[config.mk]
export PLATFORM = sky130hd
export DESIGN_NAME = aeih_top
export DESIGN_NICKNAME = d
export VERILOG_FILES = /design/src/design/aeih_pkg.sv /design/src/design/aeih_input_cond.sv /design/src/design/aeih_top.sv
export SDC_FILE = /design/constraint.sdc
export NUM_CORES = 1
export LEC_CHECK = 0
export BUFFER_PORTS_ARGS = -buffer_cell sky130_fd_sc_hd__buf_2
export CAP_MARGIN = 20
export CORE_UTILIZATION = 46
export CTS_CLUSTER_SIZE = 25
export DETAILED_ROUTE_END_ITERATION = 16
export GPL_TIMING_DRIVEN = 0
export HOLD_SLACK_MARGIN = 0.06
export PLACE_DENSITY_LB_ADDON = 0.3
export SYNTH_ARGS = -nofsm -noshare
export SYNTH_HDL_FRONTEND = slang
export SYNTH_HIERARCHICAL = 1
export SYNTH_SLANG_ARGS = --single-unit
[constraint.sdc]
create_clock -name core_clk -period 3.33 [get_ports core_clk]
set_input_delay 0.666 -clock core_clk [delete_from_list [all_inputs] [get_ports core_clk]]
set_output_delay 0.666 -clock core_clk [all_outputs]
set_load 0.01 [all_outputs]
[src/design/aeih_pkg.sv]
// Package of constants and carrier types for the axis external input block
package aeih_pkg;

    // ------------------------------------------------------------------
    // Geometry
    // ------------------------------------------------------------------
    localparam int NUM_AXES = 4;
    localparam int OUT_BITS_WIDTH = 16;
    localparam int OUTS_PER_AXIS = 4;
    localparam int STOP_INPUTS = 4;

    // ------------------------------------------------------------------
    // Reset values and timing
    // ------------------------------------------------------------------
    localparam logic [15:0] OUT_BITS_RESET = 16'h0000;
    localparam int CLK_PERIOD_NS = 10;
    // Filter window when enabled, in nanoseconds, and in cycles
    localparam int FILTER_TIME_NS = 80;
    localparam int FILTER_CYCLES = (FILTER_TIME_NS + CLK_PERIOD_NS - 1)
        / CLK_PERIOD_NS;
    localparam int FILTER_CNT_W = 4;

    // ------------------------------------------------------------------
    // Error status field positions
    // ------------------------------------------------------------------
    localparam int ERR_PLUS_LIMIT_BIT = 2;
    localparam int ERR_MINUS_LIMIT_BIT = 3;
    localparam int ERR_ALARM_BIT = 4;
    localparam int ERR_EMERGENCY_BIT = 5;
    localparam int ERR_WIDTH = 8;

    // ------------------------------------------------------------------
    // Carrier types
    // ------------------------------------------------------------------
    typedef enum logic [1:0] {
        AEIH_EXT_OFF,
        AEIH_EXT_FIXED,
        AEIH_EXT_CONT,
        AEIH_EXT_PULSER
    } aeih_ext_mode_t;

    // Per-axis configuration; level bits: 1 means active high
    typedef struct packed {
        logic settled_enable;
        logic settled_level;
        logic fault_enable;
        logic fault_level;
        logic plus_limit_enable;
        logic minus_limit_enable;
        logic limit_level;
        logic limit_slow_stop;
        logic [3:0] stop_enable;
        logic [3:0] stop_level;
        logic stop_slow_stop;
        logic filter_enable;
        aeih_ext_mode_t ext_mode;
    } aeih_axis_cfg_t;

    // Raw external pins of one axis
    typedef struct packed {
        logic servo_settled_input;
        logic servo_fault_input;
        logic plus_overtravel_input;
        logic minus_overtravel_input;
        logic [3:0] axis_stop_inputs;
        logic external_plus_start;
        logic external_minus_start;
    } aeih_axis_pins_t;

    // Stop requests toward the pulse generator
    typedef struct packed {
        logic slow_stop;
        logic fast_stop;
    } aeih_stop_t;

    // Requests toward the drive and home logic
    typedef struct packed {
        logic start_plus;
        logic start_minus;
        logic run_plus;
        logic run_minus;
        logic pulser_a;
        logic pulser_b;
        logic near_home_signal;
        logic home_signal;
        logic encoder_index_signal;
    } aeih_drive_req_t;

    localparam int PIN_BITS = $bits(aeih_axis_pins_t);

endpackage

[src/design/aeih_input_cond.sv]
// Two-stage synchroniser plus optional majority-free stability filter
`timescale 1ns/1ps
module aeih_input_cond #(
    parameter int WIDTH = 10,
    parameter int FILT_CYCLES = aeih_pkg::FILTER_CYCLES,
    parameter int CNT_W = aeih_pkg::FILTER_CNT_W
) (
    // Clock and reset
    input wire logic core_clk,
    input wire logic reset_n,
    // Control
    input wire logic filter_enable,
    // Data
    input wire logic [WIDTH-1:0] raw_in,
    output logic [WIDTH-1:0] clean_out
);

    logic [WIDTH-1:0] sync1_reg;
    logic [WIDTH-1:0] sync2_reg;
    logic [WIDTH-1:0] clean_reg;
    logic [WIDTH-1:0] clean_next;
    logic [WIDTH-1:0][CNT_W-1:0] cnt_reg;
    logic [WIDTH-1:0][CNT_W-1:0] cnt_next;

    localparam logic [CNT_W-1:0] CNT_LAST = CNT_W'(FILT_CYCLES - 1);

    // --------------------------------------------------------------
    // Filter: a change passes only after standing for the window
    // --------------------------------------------------------------
    genvar gi;
    generate
        for (gi = 0; gi < WIDTH; gi++)
        begin : g_bit
            always_comb
            begin
                cnt_next[gi] = '0;
                clean_next[gi] = clean_reg[gi];
                if (!filter_enable)
                begin
                    clean_next[gi] = sync2_reg[gi];
                end
                else if (sync2_reg[gi] != clean_reg[gi])
                begin
                    if (cnt_reg[gi] >= CNT_LAST)
                    begin
                        clean_next[gi] = sync2_reg[gi];
                    end
                    else
                    begin
                        cnt_next[gi] = cnt_reg[gi] + CNT_W'(1);
                    end
                end
            end
        end
    endgenerate

    always_ff @(posedge core_clk or negedge reset_n)
    begin
        if (!reset_n)
        begin
            // Idle level of every external input is high (pulled up)
            sync1_reg <= '1;
            sync2_reg <= '1;
            clean_reg <= '1;
            cnt_reg <= '0;
        end
        else
        begin
            sync1_reg <= raw_in;
            sync2_reg <= sync1_reg;
            clean_reg <= clean_next;
            cnt_reg <= cnt_next;
        end
    end

    assign clean_out = clean_reg;

endmodule

[src/design/aeih_top.sv]
// Per-axis external input handling and general outputs, four axes
// Function
// - Each axis general outputs follow its written output register bits.
// - Reset forces every general output low.
// - Output register write updates outputs with no axis selection.
// - With settle input enabled, running flag stays until settle input active or emergency.
// - Fault input enable and level selectable; sets alarm status bit.
// - Plus overtravel stops plus drive, slow or fast as configured.
// - Minus overtravel stops minus drive; stop type and level selectable.
// - Enabled active minus overtravel sets minus limit status bit.
// - Four stop inputs each enable and level; cause slow or fast stop.
// - Home search uses stop 0 near home, 1 home, 2 index.
// - Stop input levels readable in input status registers.
// - Fixed external mode starts drive on falling start input edge.
// - Continuous external mode drives while start input held low.
// - Pulser mode takes A phase from plus, B from minus start.
// - Low emergency input immediately stops every axis.
// - Emergency sets emergency bit in every axis error status.
// - Emergency input is fixed active low.
`timescale 1ns/1ps
module aeih_top #(
    parameter int NUM_AXES = aeih_pkg::NUM_AXES
) (
    // Clock and reset
    input wire logic core_clk,
    input wire logic reset_n,
    // General output register write
    input wire logic out_write,
    input wire logic [NUM_AXES-1:0][15:0] output_bits_register,
    // Configuration
    input wire aeih_pkg::aeih_axis_cfg_t [NUM_AXES-1:0] axis_cfg,
    input wire logic emg_filter_enable,
    // Drive state from the pulse generator
    input wire logic [NUM_AXES-1:0] pulsing_plus,
    input wire logic [NUM_AXES-1:0] pulsing_minus,
    // External pins
    input wire aeih_pkg::aeih_axis_pins_t [NUM_AXES-1:0] axis_pins,
    input wire logic emergency_stop_n,
    // General outputs
    output logic [NUM_AXES-1:0][3:0] axis_general_outputs,
    // Status
    output logic [NUM_AXES-1:0] drive_running_flag,
    output logic [NUM_AXES-1:0][7:0] axis_error_status_register,
    output logic [NUM_AXES-1:0][3:0] input_status_stop_levels,
    output logic [NUM_AXES-1:0] plus_hw_limit_flag,
    output logic [NUM_AXES-1:0] minus_hw_limit_flag,
    output logic emergency_flag,
    // Requests toward drive logic
    output aeih_pkg::aeih_stop_t [NUM_AXES-1:0] stop_req,
    output aeih_pkg::aeih_drive_req_t [NUM_AXES-1:0] drive_req
);

    localparam int PB = aeih_pkg::PIN_BITS;

    logic emg_clean;
    logic emg_active;
    logic emg_reg;
    logic emg_next;

    // --------------------------------------------------------------
    // Emergency input: fixed active low, no level selection
    // --------------------------------------------------------------
    aeih_input_cond #(
        .WIDTH(1)
    ) u_emg_cond (
        .core_clk(core_clk),
        .reset_n(reset_n),
        .filter_enable(emg_filter_enable),
        .raw_in(emergency_stop_n),
        .clean_out(emg_clean)
    );

    assign emg_active = !emg_clean;

    always_comb
    begin
        emg_next = emg_active;
    end

    always_ff @(posedge core_clk or negedge reset_n)
    begin
        if (!reset_n)
        begin
            emg_reg <= 1'b0;
        end
        else
        begin
            emg_reg <= emg_next;
        end
    end

    assign emergency_flag = emg_reg;

    // --------------------------------------------------------------
    // Per-axis logic
    // --------------------------------------------------------------
    genvar ax;
    generate
        for (ax = 0; ax < NUM_AXES; ax++)
        begin : g_axis
            aeih_pkg::aeih_axis_pins_t clean;
            aeih_pkg::aeih_axis_cfg_t cfg;
            logic [PB-1:0] clean_bits;
            logic settled_act;
            logic fault_act;
            logic plus_act;
            logic minus_act;
            logic [3:0] stop_act;
            logic pulsing;
            logic [3:0] gout_reg;
            logic [3:0] gout_next;
            logic run_reg;
            logic run_next;
            logic [7:0] err_reg;
            logic [7:0] err_next;
            logic [3:0] lvl_reg;
            logic [3:0] lvl_next;
            logic plim_reg;
            logic plim_next;
            logic mlim_reg;
            logic mlim_next;
            logic plus_d_reg;
            logic minus_d_reg;
            aeih_pkg::aeih_stop_t stop_reg;
            aeih_pkg::aeih_stop_t stop_next;
            aeih_pkg::aeih_drive_req_t req_reg;
            aeih_pkg::aeih_drive_req_t req_next;

            assign cfg = axis_cfg[ax];
            assign pulsing = pulsing_plus[ax] | pulsing_minus[ax];

            aeih_input_cond #(
                .WIDTH(PB)
            ) u_cond (
                .core_clk(core_clk),
                .reset_n(reset_n),
                .filter_enable(cfg.filter_enable),
                .raw_in(axis_pins[ax]),
                .clean_out(clean_bits)
            );

            assign clean = aeih_pkg::aeih_axis_pins_t'(clean_bits);

            // Level bit high selects active-high sense
            assign settled_act = cfg.settled_enable
                & (clean.servo_settled_input == cfg.settled_level);
            assign fault_act = cfg.fault_enable
                & (clean.servo_fault_input == cfg.fault_level);
            assign plus_act = cfg.plus_limit_enable
                & (clean.plus_overtravel_input == cfg.limit_level);
            assign minus_act = cfg.minus_limit_enable
                & (clean.minus_overtravel_input == cfg.limit_level);
            assign stop_act = cfg.stop_enable
                & ~(clean.axis_stop_inputs ^ cfg.stop_level);

            always_comb
            begin
                logic slow;
                logic fast;
                logic lim_hit;
                slow = 1'b0;
                fast = 1'b0;
                lim_hit = 1'b0;
                // Writes apply straight to this axis's field
                gout_next = gout_reg;
                if (out_write)
                begin
                    gout_next = output_bits_register[ax][3:0];
                end
                // With settle enabled, running flag holds past pulse end until servo settles or emergency
                run_next = run_reg;
                if (pulsing)
                begin
                    run_next = 1'b1;
                end
                else if (!cfg.settled_enable || settled_act || emg_active)
                begin
                    run_next = 1'b0;
                end
                err_next = 8'h00;
                err_next[aeih_pkg::ERR_ALARM_BIT] = fault_act;
                err_next[aeih_pkg::ERR_PLUS_LIMIT_BIT] = plus_act;
                err_next[aeih_pkg::ERR_MINUS_LIMIT_BIT] = minus_act;
                err_next[aeih_pkg::ERR_EMERGENCY_BIT] = emg_active;
                plim_next = plus_act;
                mlim_next = minus_act;
                lvl_next = clean.axis_stop_inputs;
                // Limit stops act only against the matching direction
                lim_hit = (plus_act & pulsing_plus[ax])
                    | (minus_act & pulsing_minus[ax]);
                if (lim_hit)
                begin
                    slow = cfg.limit_slow_stop;
                    fast = !cfg.limit_slow_stop;
                end
                if (|stop_act && pulsing)
                begin
                    slow = slow | cfg.stop_slow_stop;
                    fast = fast | !cfg.stop_slow_stop;
                end
                // Emergency overrides any slow request
                if (emg_active)
                begin
                    fast = 1'b1;
                    slow = 1'b0;
                end
                stop_next.slow_stop = slow;
                stop_next.fast_stop = fast;
                req_next = '0;
                req_next.near_home_signal = stop_act[0];
                req_next.home_signal = stop_act[1];
                req_next.encoder_index_signal = stop_act[2];
                case (cfg.ext_mode)
                    aeih_pkg::AEIH_EXT_FIXED:
                    begin
                        req_next.start_plus = plus_d_reg
                            & !clean.external_plus_start;
                        req_next.start_minus = minus_d_reg
                            & !clean.external_minus_start;
                    end
                    aeih_pkg::AEIH_EXT_CONT:
                    begin
                        req_next.run_plus = !clean.external_plus_start;
                        req_next.run_minus =
                            !clean.external_minus_start;
                    end
                    aeih_pkg::AEIH_EXT_PULSER:
                    begin
                        req_next.pulser_a = clean.external_plus_start;
                        req_next.pulser_b = clean.external_minus_start;
                    end
                    default:
                    begin
                        req_next.start_plus = 1'b0;
                    end
                endcase
                // No start or run request is passed during an emergency
                if (emg_active)
                begin
                    req_next.start_plus = 1'b0;
                    req_next.start_minus = 1'b0;
                    req_next.run_plus = 1'b0;
                    req_next.run_minus = 1'b0;
                end
            end

            always_ff @(posedge core_clk or negedge reset_n)
            begin
                if (!reset_n)
                begin
                    gout_reg <= aeih_pkg::OUT_BITS_RESET[3:0];
                    run_reg <= 1'b0;
                    err_reg <= 8'h00;
                    lvl_reg <= 4'hF;
                    plim_reg <= 1'b0;
                    mlim_reg <= 1'b0;
                    plus_d_reg <= 1'b1;
                    minus_d_reg <= 1'b1;
                    stop_reg <= '0;
                    req_reg <= '0;
                end
                else
                begin
                    gout_reg <= gout_next;
                    run_reg <= run_next;
                    err_reg <= err_next;
                    lvl_reg <= lvl_next;
                    plim_reg <= plim_next;
                    mlim_reg <= mlim_next;
                    plus_d_reg <= clean.external_plus_start;
                    minus_d_reg <= clean.external_minus_start;
                    stop_reg <= stop_next;
                    req_reg <= req_next;
                end
            end

            assign axis_general_outputs[ax] = gout_reg;
            assign drive_running_flag[ax] = run_reg;
            assign axis_error_status_register[ax] = err_reg;
            assign input_status_stop_levels[ax] = lvl_reg;
            assign plus_hw_limit_flag[ax] = plim_reg;
            assign minus_hw_limit_flag[ax] = mlim_reg;
            assign stop_req[ax] = stop_reg;
            assign drive_req[ax] = req_reg;
        end
    endgenerate

endmodule

# Word level (Yosys, flattened, before mapping)
# Cells that the tools add are included.
[word_totals]
regBits = 400
word_cells = 842
[op_classes]
n_addsub = 41
n_lt_le_gt_ge = 41
eq_ne = 151
mux = 298
bitwise = 60
n_reduce_logical = 82
[op_table]
columns = ["cell", "count"]
rows = [
  ["$mux 4", 127],
  ["$add 4x1->4 const B", 41],
  ["$ge 4x3->1 const B", 41],
  ["$ne 2x1->1 const B", 82],
  ["$mux 1", 163],
  ["$reduce_and 2->1", 41],
  ["$ne 1x1->1", 41],
  ["$and 1x1->1", 32],
  ["$logic_not 1->1", 21],
  ["$and 4x4->4", 4],
  ["$eq 1x1->1", 16],
  ["$eq 2x2->1 const B", 8],
  ["$mux 2", 8],
  ["$not 4->4", 4],
  ["$or 1x1->1", 16],
  ["$reduce_or 4->1", 4],
  ["$xor 4x4->4", 4],
  ["$eq 2x1->1 const B", 4],
  ["$logic_or 1x1->1", 8],
  ["$reduce_bool 2->1", 4],
  ["$logic_and 1x1->1", 4],
]

# Logic depth before layout (Yosys ltp)
# Gate-level depths: netlist of the first run.
[depth]
depth_word = 8
mapped_depth = 4

# Modules after synthesis
# Netlist of the first run, hierarchy kept.
[modules_own_cells]
columns = ["mod", "instances", "cells_each", "area_per_inst_um2", "seq_area_each_um2"]
rows = [
  ["aeih_input_cond (g_axis[0].u_cond ...)", 3, 201, 2612.5, 1789.2],
  ["aeih_top", 1, 300, 4081.4, 2557.5],
  ["aeih_input_cond (g_axis[3].u_cond)", 1, 202, 2633.8, 1789.2],
  ["aeih_input_cond (u_emg_cond)", 1, 20, 260.2, 178.9],
]

# Least setup slack after synthesis of the first run
# Ideal clock, no wire load.
[synth_timing]
kind = "input to register"
start = "input port out_write"
end = "register g_axis[0].gout_reg[0]"
arrival_time_ps = 1373
path_slack_ps = 1832
path_stages = 3
n_path_buf = 2
cell_sequence = "buf_2 > buf_2 > mux2_2"
[synth_rtl]
columns = ["item", "line_no", "rtl"]
rows = [
  ["start: declaration", "aeih_top.sv:28", "input wire logic out_write,"],
  ["end signal: assignment", "aeih_top.sv:251", "gout_reg <= aeih_pkg::OUT_BITS_RESET[3:0];"],
  ["end signal: assignment", "aeih_top.sv:264", "gout_reg <= gout_next;"],
  ["end: declaration", "aeih_top.sv:110", "logic [3:0] gout_reg;"],
]
# No word-level cell between the ends.

==> summary.txt, run 1 <==
Timing
  – Worst-Margin Slew: 0.6339 ns
  – Max Clk Rate: 0.5362 GHz
  – Worst hold slack: 0.1516 ns
  – Period minus WS final: 1.865 ns
  – Setup violators final: 0
  – RSZ-0062 raised after global routing: no
  – Final hold vios: 0
  – Slew HR: 0.5774
  – Fin. max-slew vios: 0
  – Setup Skew: 0.006521 ns
  – Final period utilization: 0.5600

Clock network
  – Clk sinks: 388
  – Clk buf depth: 3
  – CTS tree: yes
  – Hold Buf Count CTS: 0
  – Skew-Pair Late Insertion Delay: 0.51 ns
  – Resized Gates After CTS: 0
  – CTS clk-pin slew, worst paths: 0.06 ns
  – Clock root buffer: clkbuf_16
  – Cts bufs inserted: 42
  – Post-CTS setup repair buffer count: 0
  – H-tree depth: 2

Placement
  – Post-DP Area: 16720 µm²
  – DP Wirelength: 18290 µm
  – # port buffers: 251
  – Placer Congestion: 0.7301

Route
  – Vias/cell: 4.776
  – Total iterations of the first detailed-routing run: 4
  – Detailed Route WL: 26400 µm
  – Detailed-route DRC error count: 0
  – DR WL/cell: 14.10 µm
  – First DRT Iteration DRCs: 364
  – Via count: 8945
  – Final ANT Viol Nets: 0

Worst setup path
  – Kind of critical path: flop to output pin
  – Req. time, crit path: 2.66 ns
  – Startpoint type of the worst setup path: flop
  – Slowest cell on the critical path: dfrtp_1
  – Worst path cell trace: buf_4 > buf_2
  – CP peak stage delay: 0.42 ns
  – Crit. End Element: output pin
  – Critical Path Fanout Max: 5
  – Crit path max-delay family: flip-flops
  – CP Buf/Inv Count: 2
  – Critical Path AT: 1.20 ns

Hold path
  – Worst Hold Class: primary input to asynchronous set/reset pin

Floorplanning
  – Die span in y: 181.5 µm
  – Die area: 32920 µm²
  – Die width: 181.5 µm
  – Starting Density: 0.4682
  – Number of core rows: 65
  – Ports: 318
  – Core region area: 31640 µm²

Logic synthesis
  – Synthesized-area fraction occupied by adder cells: 0.03463
  – Synth Area in Compound Gates: 0.01867
  – Largest family of logic cells by synthesized area: simple AND/OR/NAND/NOR gates
  – Synth Register Bits: 388
  – Synthesized cell area: 14810 µm²
  – Seq/Total Area, Yosys: 0.6679
  – Simple-Gate Fraction of Synth Area: 0.1536
  – Syn Area/Cell: 13.17 µm²
  – Mapped Cells: 1125
  – XOR/XNOR Fraction of Synth Area: 0.04316
  – Synth cell types: 34
  – Yosys Warn Count: 6
  – Mux cell area share after synthesis: 0.04511

Global route
  – Global-route wire length before repair: 44670 µm
  – Number of global-route vias before repair: 9128
  – Total GRT Usage: 0.1674
  – Largest net degree at the start of global routing: 127
  – GRT overflow: 0
  – Initial antenna violation count: 1

Pwr
  – Max VDD drop: 0.4267 mV
  – LEAKAGE: 0.008679 µW
  – Power Dens Cells: 599.4 nW/µm²

Cells and area
  – Share of layout cells above drive strength 1: 0.3956
  – Final net count: 1676
  – Area Growth Syn to Fin: 22.12%
  – Max FFs per register: 160
  – Antenna cells: 0
  – Commonest non-fill, non-tap cell in the layout: buf_2
  – Finished layout cell area: 18090 µm²
  – Most frequent cells in the layout: buf_2 (255), dfrtp_1 (241), nor2_1 (206)

Job
  – Max cap viols: 0

Status
  – Status: finished clean
## cells in the mapped netlist, drive strengths merged
master | instances | area [µm²]
o31ai | 4 | 30.03
nor2 | 206 | 773.2
a32o | 4 | 40.04
xnor2 | 43 | 376.6
a21oi | 11 | 55.05
and3 | 8 | 50.05
nand2 | 38 | 142.6
dfrtp | 241 | 6031
nor3 | 11 | 55.05
nand4b | 30 | 262.8
buf | 50 | 385.4
inv | 42 | 157.7
conb | 1 | 3.750
o21ai | 4 | 20.02
dfstp | 147 | 3862
a211o | 11 | 96.34
nand2b | 15 | 93.84
xor2 | 30 | 262.8
ha | 41 | 513.0
nand3b | 38 | 297.8
mux2 | 57 | 668.1
nor3b | 8 | 60.06
o311ai | 4 | 35.03
nor4b | 4 | 95.09
and2 | 28 | 200.2
nand3 | 49 | 245.2
## per-layer routing
layer  track usage  part of all wire  up-vias
li1              -                 -     4320
met4       0.05119             0.022        2
met2        0.2715              0.47      226
met3       0.03610             0.054       56
met5             0           0.00049        -
met1        0.2261              0.45     4341
## cell type report
type / instances / area (µm²)
fill: 2636 / 13550
sequential: 388 / 9893
multi-input combinational: 660 / 4433
timing repair buffer: 254 / 1349
clock buffer: 71 / 1314
tap: 402 / 503.0
buffer: 50 / 385.4
inverter: 42 / 157.7
clock inverter: 6 / 55.05
## worst paths after layout
kind                                                      end  slack, ns  depth (start not counted)                           from
max in group asynchronous                g_axis[2].lvl_reg[3]       1.86                          3                        reset_n
worst min-delay path                            drive_req[10]       0.15                          1                        reset_n
worst max-delay path            axis_error_status_register[5]       1.47                          2           g_axis[3].err_reg[5]
min in group core_clk           g_axis[2].u_cond/sync1_reg[6]       0.24                          1                  axis_pins[26]
worst min register to register  g_axis[3].u_cond/sync2_reg[0]       0.35                          0  g_axis[3].u_cond/sync1_reg[0]
worst max register to register                    stop_req[5]       1.57                          4           u_emg_cond/clean_out
## cell families (layout without fill, tap and decap cells)
logic type / after synthesis / after routing
and+or+nand+nor: 435 / 435
DFF: 388 / 388
buffers and inverters: 92 / 423
xor gates and xnor gates: 73 / 73
muxes: 57 / 57
adders and majority gates: 41 / 41
AOI/OAI and AO/OA: 38 / 38
other: 1 / 16
## power by group
group / total [µW] / internal, µW / leakage (µW) / switching [µW]
clock: 4500 / 2750 / 0.000673 / 1750
combinational: 1030 / 497 / 0.00324 / 535
sequential: 5310 / 5120 / 0.00476 / 195
total: 10800 / 8370 / 0.00868 / 2480
## stage by stage
| step | util | setup TNS [ns] | setup WS [ns] | total power, µW | instances |
|---|---|---|---|---|---|
| 6_report | 0.5718 | 0 | 1.465 | 10840 | 1873 |
| 5_1_grt | 0.5718 | 0 | 1.406 | 11390 | 1873 |
| 4_1_cts | 0.5718 | 0 | 1.431 | 11030 | 1873 |
| 3_5_place_dp | 0.5285 | 0 | 1.260 | 6439 | 1796 |
| 3_3_place_gp | 0.5256 | -1861.34 | -5.763 | 6385 | 1793 |
| 2_1_floorplan | - | 0 | 1.832 | 5964 | 1140 |
## worst reg2reg max path: stages (launching register included)
cell,delay (ns)
dfstp_2,0.54
buf_2,0.27
buf_2,0.49
nand2_1,0.11
o31ai_1,0.25
Power figures use the tool's default switching activity.
==> run 2, diff against run 1 <==
Clock period 3.33 ns to 1.8 ns, I/O delays scaled along.
==> summary.txt, run 2 (synthesis gave the netlist of run 1 again) <==
Route
  – Detailed-route DRC error count: 0 (unchanged)
  – Vias/cell: 4.764 (was 4.776)
  – Detailed Route WL: 27460 µm (was 26400 µm)
  – Final ANT Viol Nets: 0 (unchanged)
  – Total iterations of the first detailed-routing run: 4 (unchanged)
  – DR WL/cell: 14.16 µm (was 14.10 µm)
  – First DRT Iteration DRCs: 384 (was 364)
  – Via count: 9243 (was 8945)

Cells and area
  – Antenna cells: 0 (unchanged)
  – Util after Layout: 0.5931 (was 0.5718)
  – Area Growth Syn to Fin: 26.67% (was 22.12%)
  – Max FFs per register: 160 (unchanged)
  – Final Non-Filler Cells: 1940 (was 1873)
  – Filler Cell Count: 2549 (was 2636)
  – Final net count: 1743 (was 1676)
  – Share of layout cells above drive strength 1: 0.3784 (was 0.3956)
  – Commonest non-fill, non-tap cell in the layout: buf_2 (unchanged)
  – Most frequent cells in the layout: buf_2 (254), dfrtp_1 (241), nor2_1 (206) (was buf_2 (255), dfrtp_1 (241), nor2_1 (206))
  – Finished layout cell area: 18760 µm² (was 18090 µm²)

Timing
  – RSZ-0062 raised after global routing: no (unchanged)
  – Fin. max-slew vios: 0 (unchanged)
  – Setup violators final: 0 (unchanged)
  – Final hold vios: 54 (was 0)
  – Setup Skew: 0.007803 ns (was 0.006521 ns)
  – Worst hold slack: -0.1549 ns (was 0.1516 ns)
  – Final period utilization: 0.9114
  – Final setup margin: 0.1595 ns (was 1.465 ns)
  – Slew HR: 0.5777 (was 0.5774)
  – Worst-Margin Slew: 0.6334 ns (was 0.6339 ns)
  – Period minus WS final: 1.640 ns
  – Max Clk Rate: 0.6096 GHz

Pwr
  – Max VDD drop: 0.7870 mV (was 0.4267 mV)
  – LEAKAGE: 0.008960 µW (was 0.008679 µW)
  – Power Dens Cells: 1076 nW/µm² (was 599.4 nW/µm²)

Worst setup path
  – Req. time, crit path: 2.24 ns (was 2.66 ns)
  – Critical Path Fanout Max: 10 (was 5)
  – Slowest cell on the critical path: dfstp_2 (was dfrtp_1)
  – Kind of critical path: flop to flop (was flop to output pin)
  – CP peak stage delay: 0.54 ns (was 0.42 ns)
  – Crit path max-delay family: buffers and inverters (was flip-flops)
  – Crit. End Element: flop (was output pin)
  – Startpoint type of the worst setup path: flop (unchanged)
  – Worst path cell trace: buf_2 > buf_2 > nand3b_1 > nor2_1 (was buf_4 > buf_2)
  – CP Buf/Inv Count: 2 (unchanged)
  – Most Frequent Cell on Critical Path: buf_2
  – Critical Path AT: 2.08 ns (was 1.20 ns)

Global route
  – Initial antenna violation count: 1 (unchanged)
  – Largest net degree at the start of global routing: 127 (unchanged)
  – Global-route wire length before repair: 46490 µm (was 44670 µm)
  – Number of global-route vias before repair: 9536 (was 9128)
  – GRT overflow: 0 (unchanged)
  – Total GRT Usage: 0.1739 (was 0.1674)

Clock network
  – Clk buf depth: 3 (unchanged)
  – CTS tree: yes (unchanged)
  – CTS clk-pin slew, worst paths: 0.06 ns (about the same)
  – Hold Buf Count CTS: 67 (was 0)
  – H-tree depth: 2 (unchanged)
  – Cts bufs inserted: 42 (unchanged)
  – Skew-Pair Late Insertion Delay: 0.52 ns (was 0.51 ns)
  – Clock root buffer: clkbuf_16 (unchanged)
  – Clk sinks: 388 (unchanged)

Placement
  – Cells after DPL: 1796 (unchanged)
  – Place WS: 0.006052 ns (was 1.260 ns)
  – Post-DP Area: 16720 µm² (unchanged)
  – DP Wirelength: 18290 µm (unchanged)
  – Placer Congestion: 0.7301 (unchanged)
  – # port buffers: 251 (unchanged)

Job
  – Max cap viols: 0 (unchanged)

Floorplanning
  – Die width: 181.5 µm (unchanged)
  – Number of core rows: 65 (unchanged)
  – Ports: 318 (unchanged)
  – Starting Density: 0.4682 (unchanged)
  – Core region area: 31640 µm² (unchanged)
  – Die area: 32920 µm² (unchanged)
  – Die span in y: 181.5 µm (unchanged)

Status
  – Status: finished, violations left (was finished clean)
  – Violated checks: negative hold slack

Hold path
  – Worst Hold Class: primary input to asynchronous set/reset pin (unchanged)
[run 2: area by class of cell]
cell class              instances  area, µm²  area share
plain buffers                  50      387.9     0.02067
clock buffers                  71       1314     0.07002
clock inverters                 6      55.05    0.002934
inverters                      42      157.7    0.008402
multi-input cells             660       4433      0.2363
flip-flops and latches        388       9893      0.5273
well taps                     402      503.0     0.02681
repair buffers                321       2019      0.1076
[run 2: what timing repair did]
action | in CTS | in global routing
buffers inserted | 0 | 0
hold endpoints to repair | 121 | 54
endpoints found under the setup margin | 1 | 0
resized for setup | 1 | 0
[run 2: worst reg2reg max path: cells and delay by family (launching register included)]
| kind | cells | cell delay [ns] |
|---|---|---|
| flip-flops | 1 | 0.54 |
| buffers and inverters | 2 | 0.70 |
| AND/OR/NAND/NOR | 2 | 0.32 |
[run 2: metrics by stage]
step | hold slack [ns] | power (µW) | TNS (ns)
6_report | -0.1549 | 20200 | 0
5_1_grt | -0.1291 | 21200 | 0
4_1_cts | -0.1484 | 20530 | 0
3_5_place_dp | 0.3468 | 11910 | 0
3_3_place_gp | 0.3454 | 11810 | -2336.25
2_1_floorplan | 0.06441 | 11030 | 0
[run 2: per-layer routing]
metal | share of wire | global-route usage
met5 | 0.00047 | 0
met4 | 0.022 | 0.05254
met3 | 0.055 | 0.03710
met2 | 0.48 | 0.2866
met1 | 0.44 | 0.2315
[run 2: worst paths after layout]
path,slack [ns],depth (start not counted),to,from
worst max-delay path,0.16,4,drive_req[5],u_emg_cond/clean_out
worst min-delay path,-0.15,1,drive_req[10],reset_n
worst max register to register,0.16,4,drive_req[5],u_emg_cond/clean_out
worst min register to register,0.35,0,g_axis[3].u_cond/sync2_reg[2],g_axis[3].u_cond/sync1_reg[2]
max in group asynchronous,0.64,3,g_axis[2].lvl_reg[3],reset_n
min in group core_clk,0.09,2,g_axis[0].err_reg[3],axis_cfg[14]
[run 2: where the power goes]
group          internal (µW)  total [µW]  switching, µW  leakage, µW
Combinational           1020        2030           1020      0.00352
Clock                   5090        8330           3240     0.000673
Sequential              9470        9830            363      0.00476
Total                  15600       20200           4630      0.00896
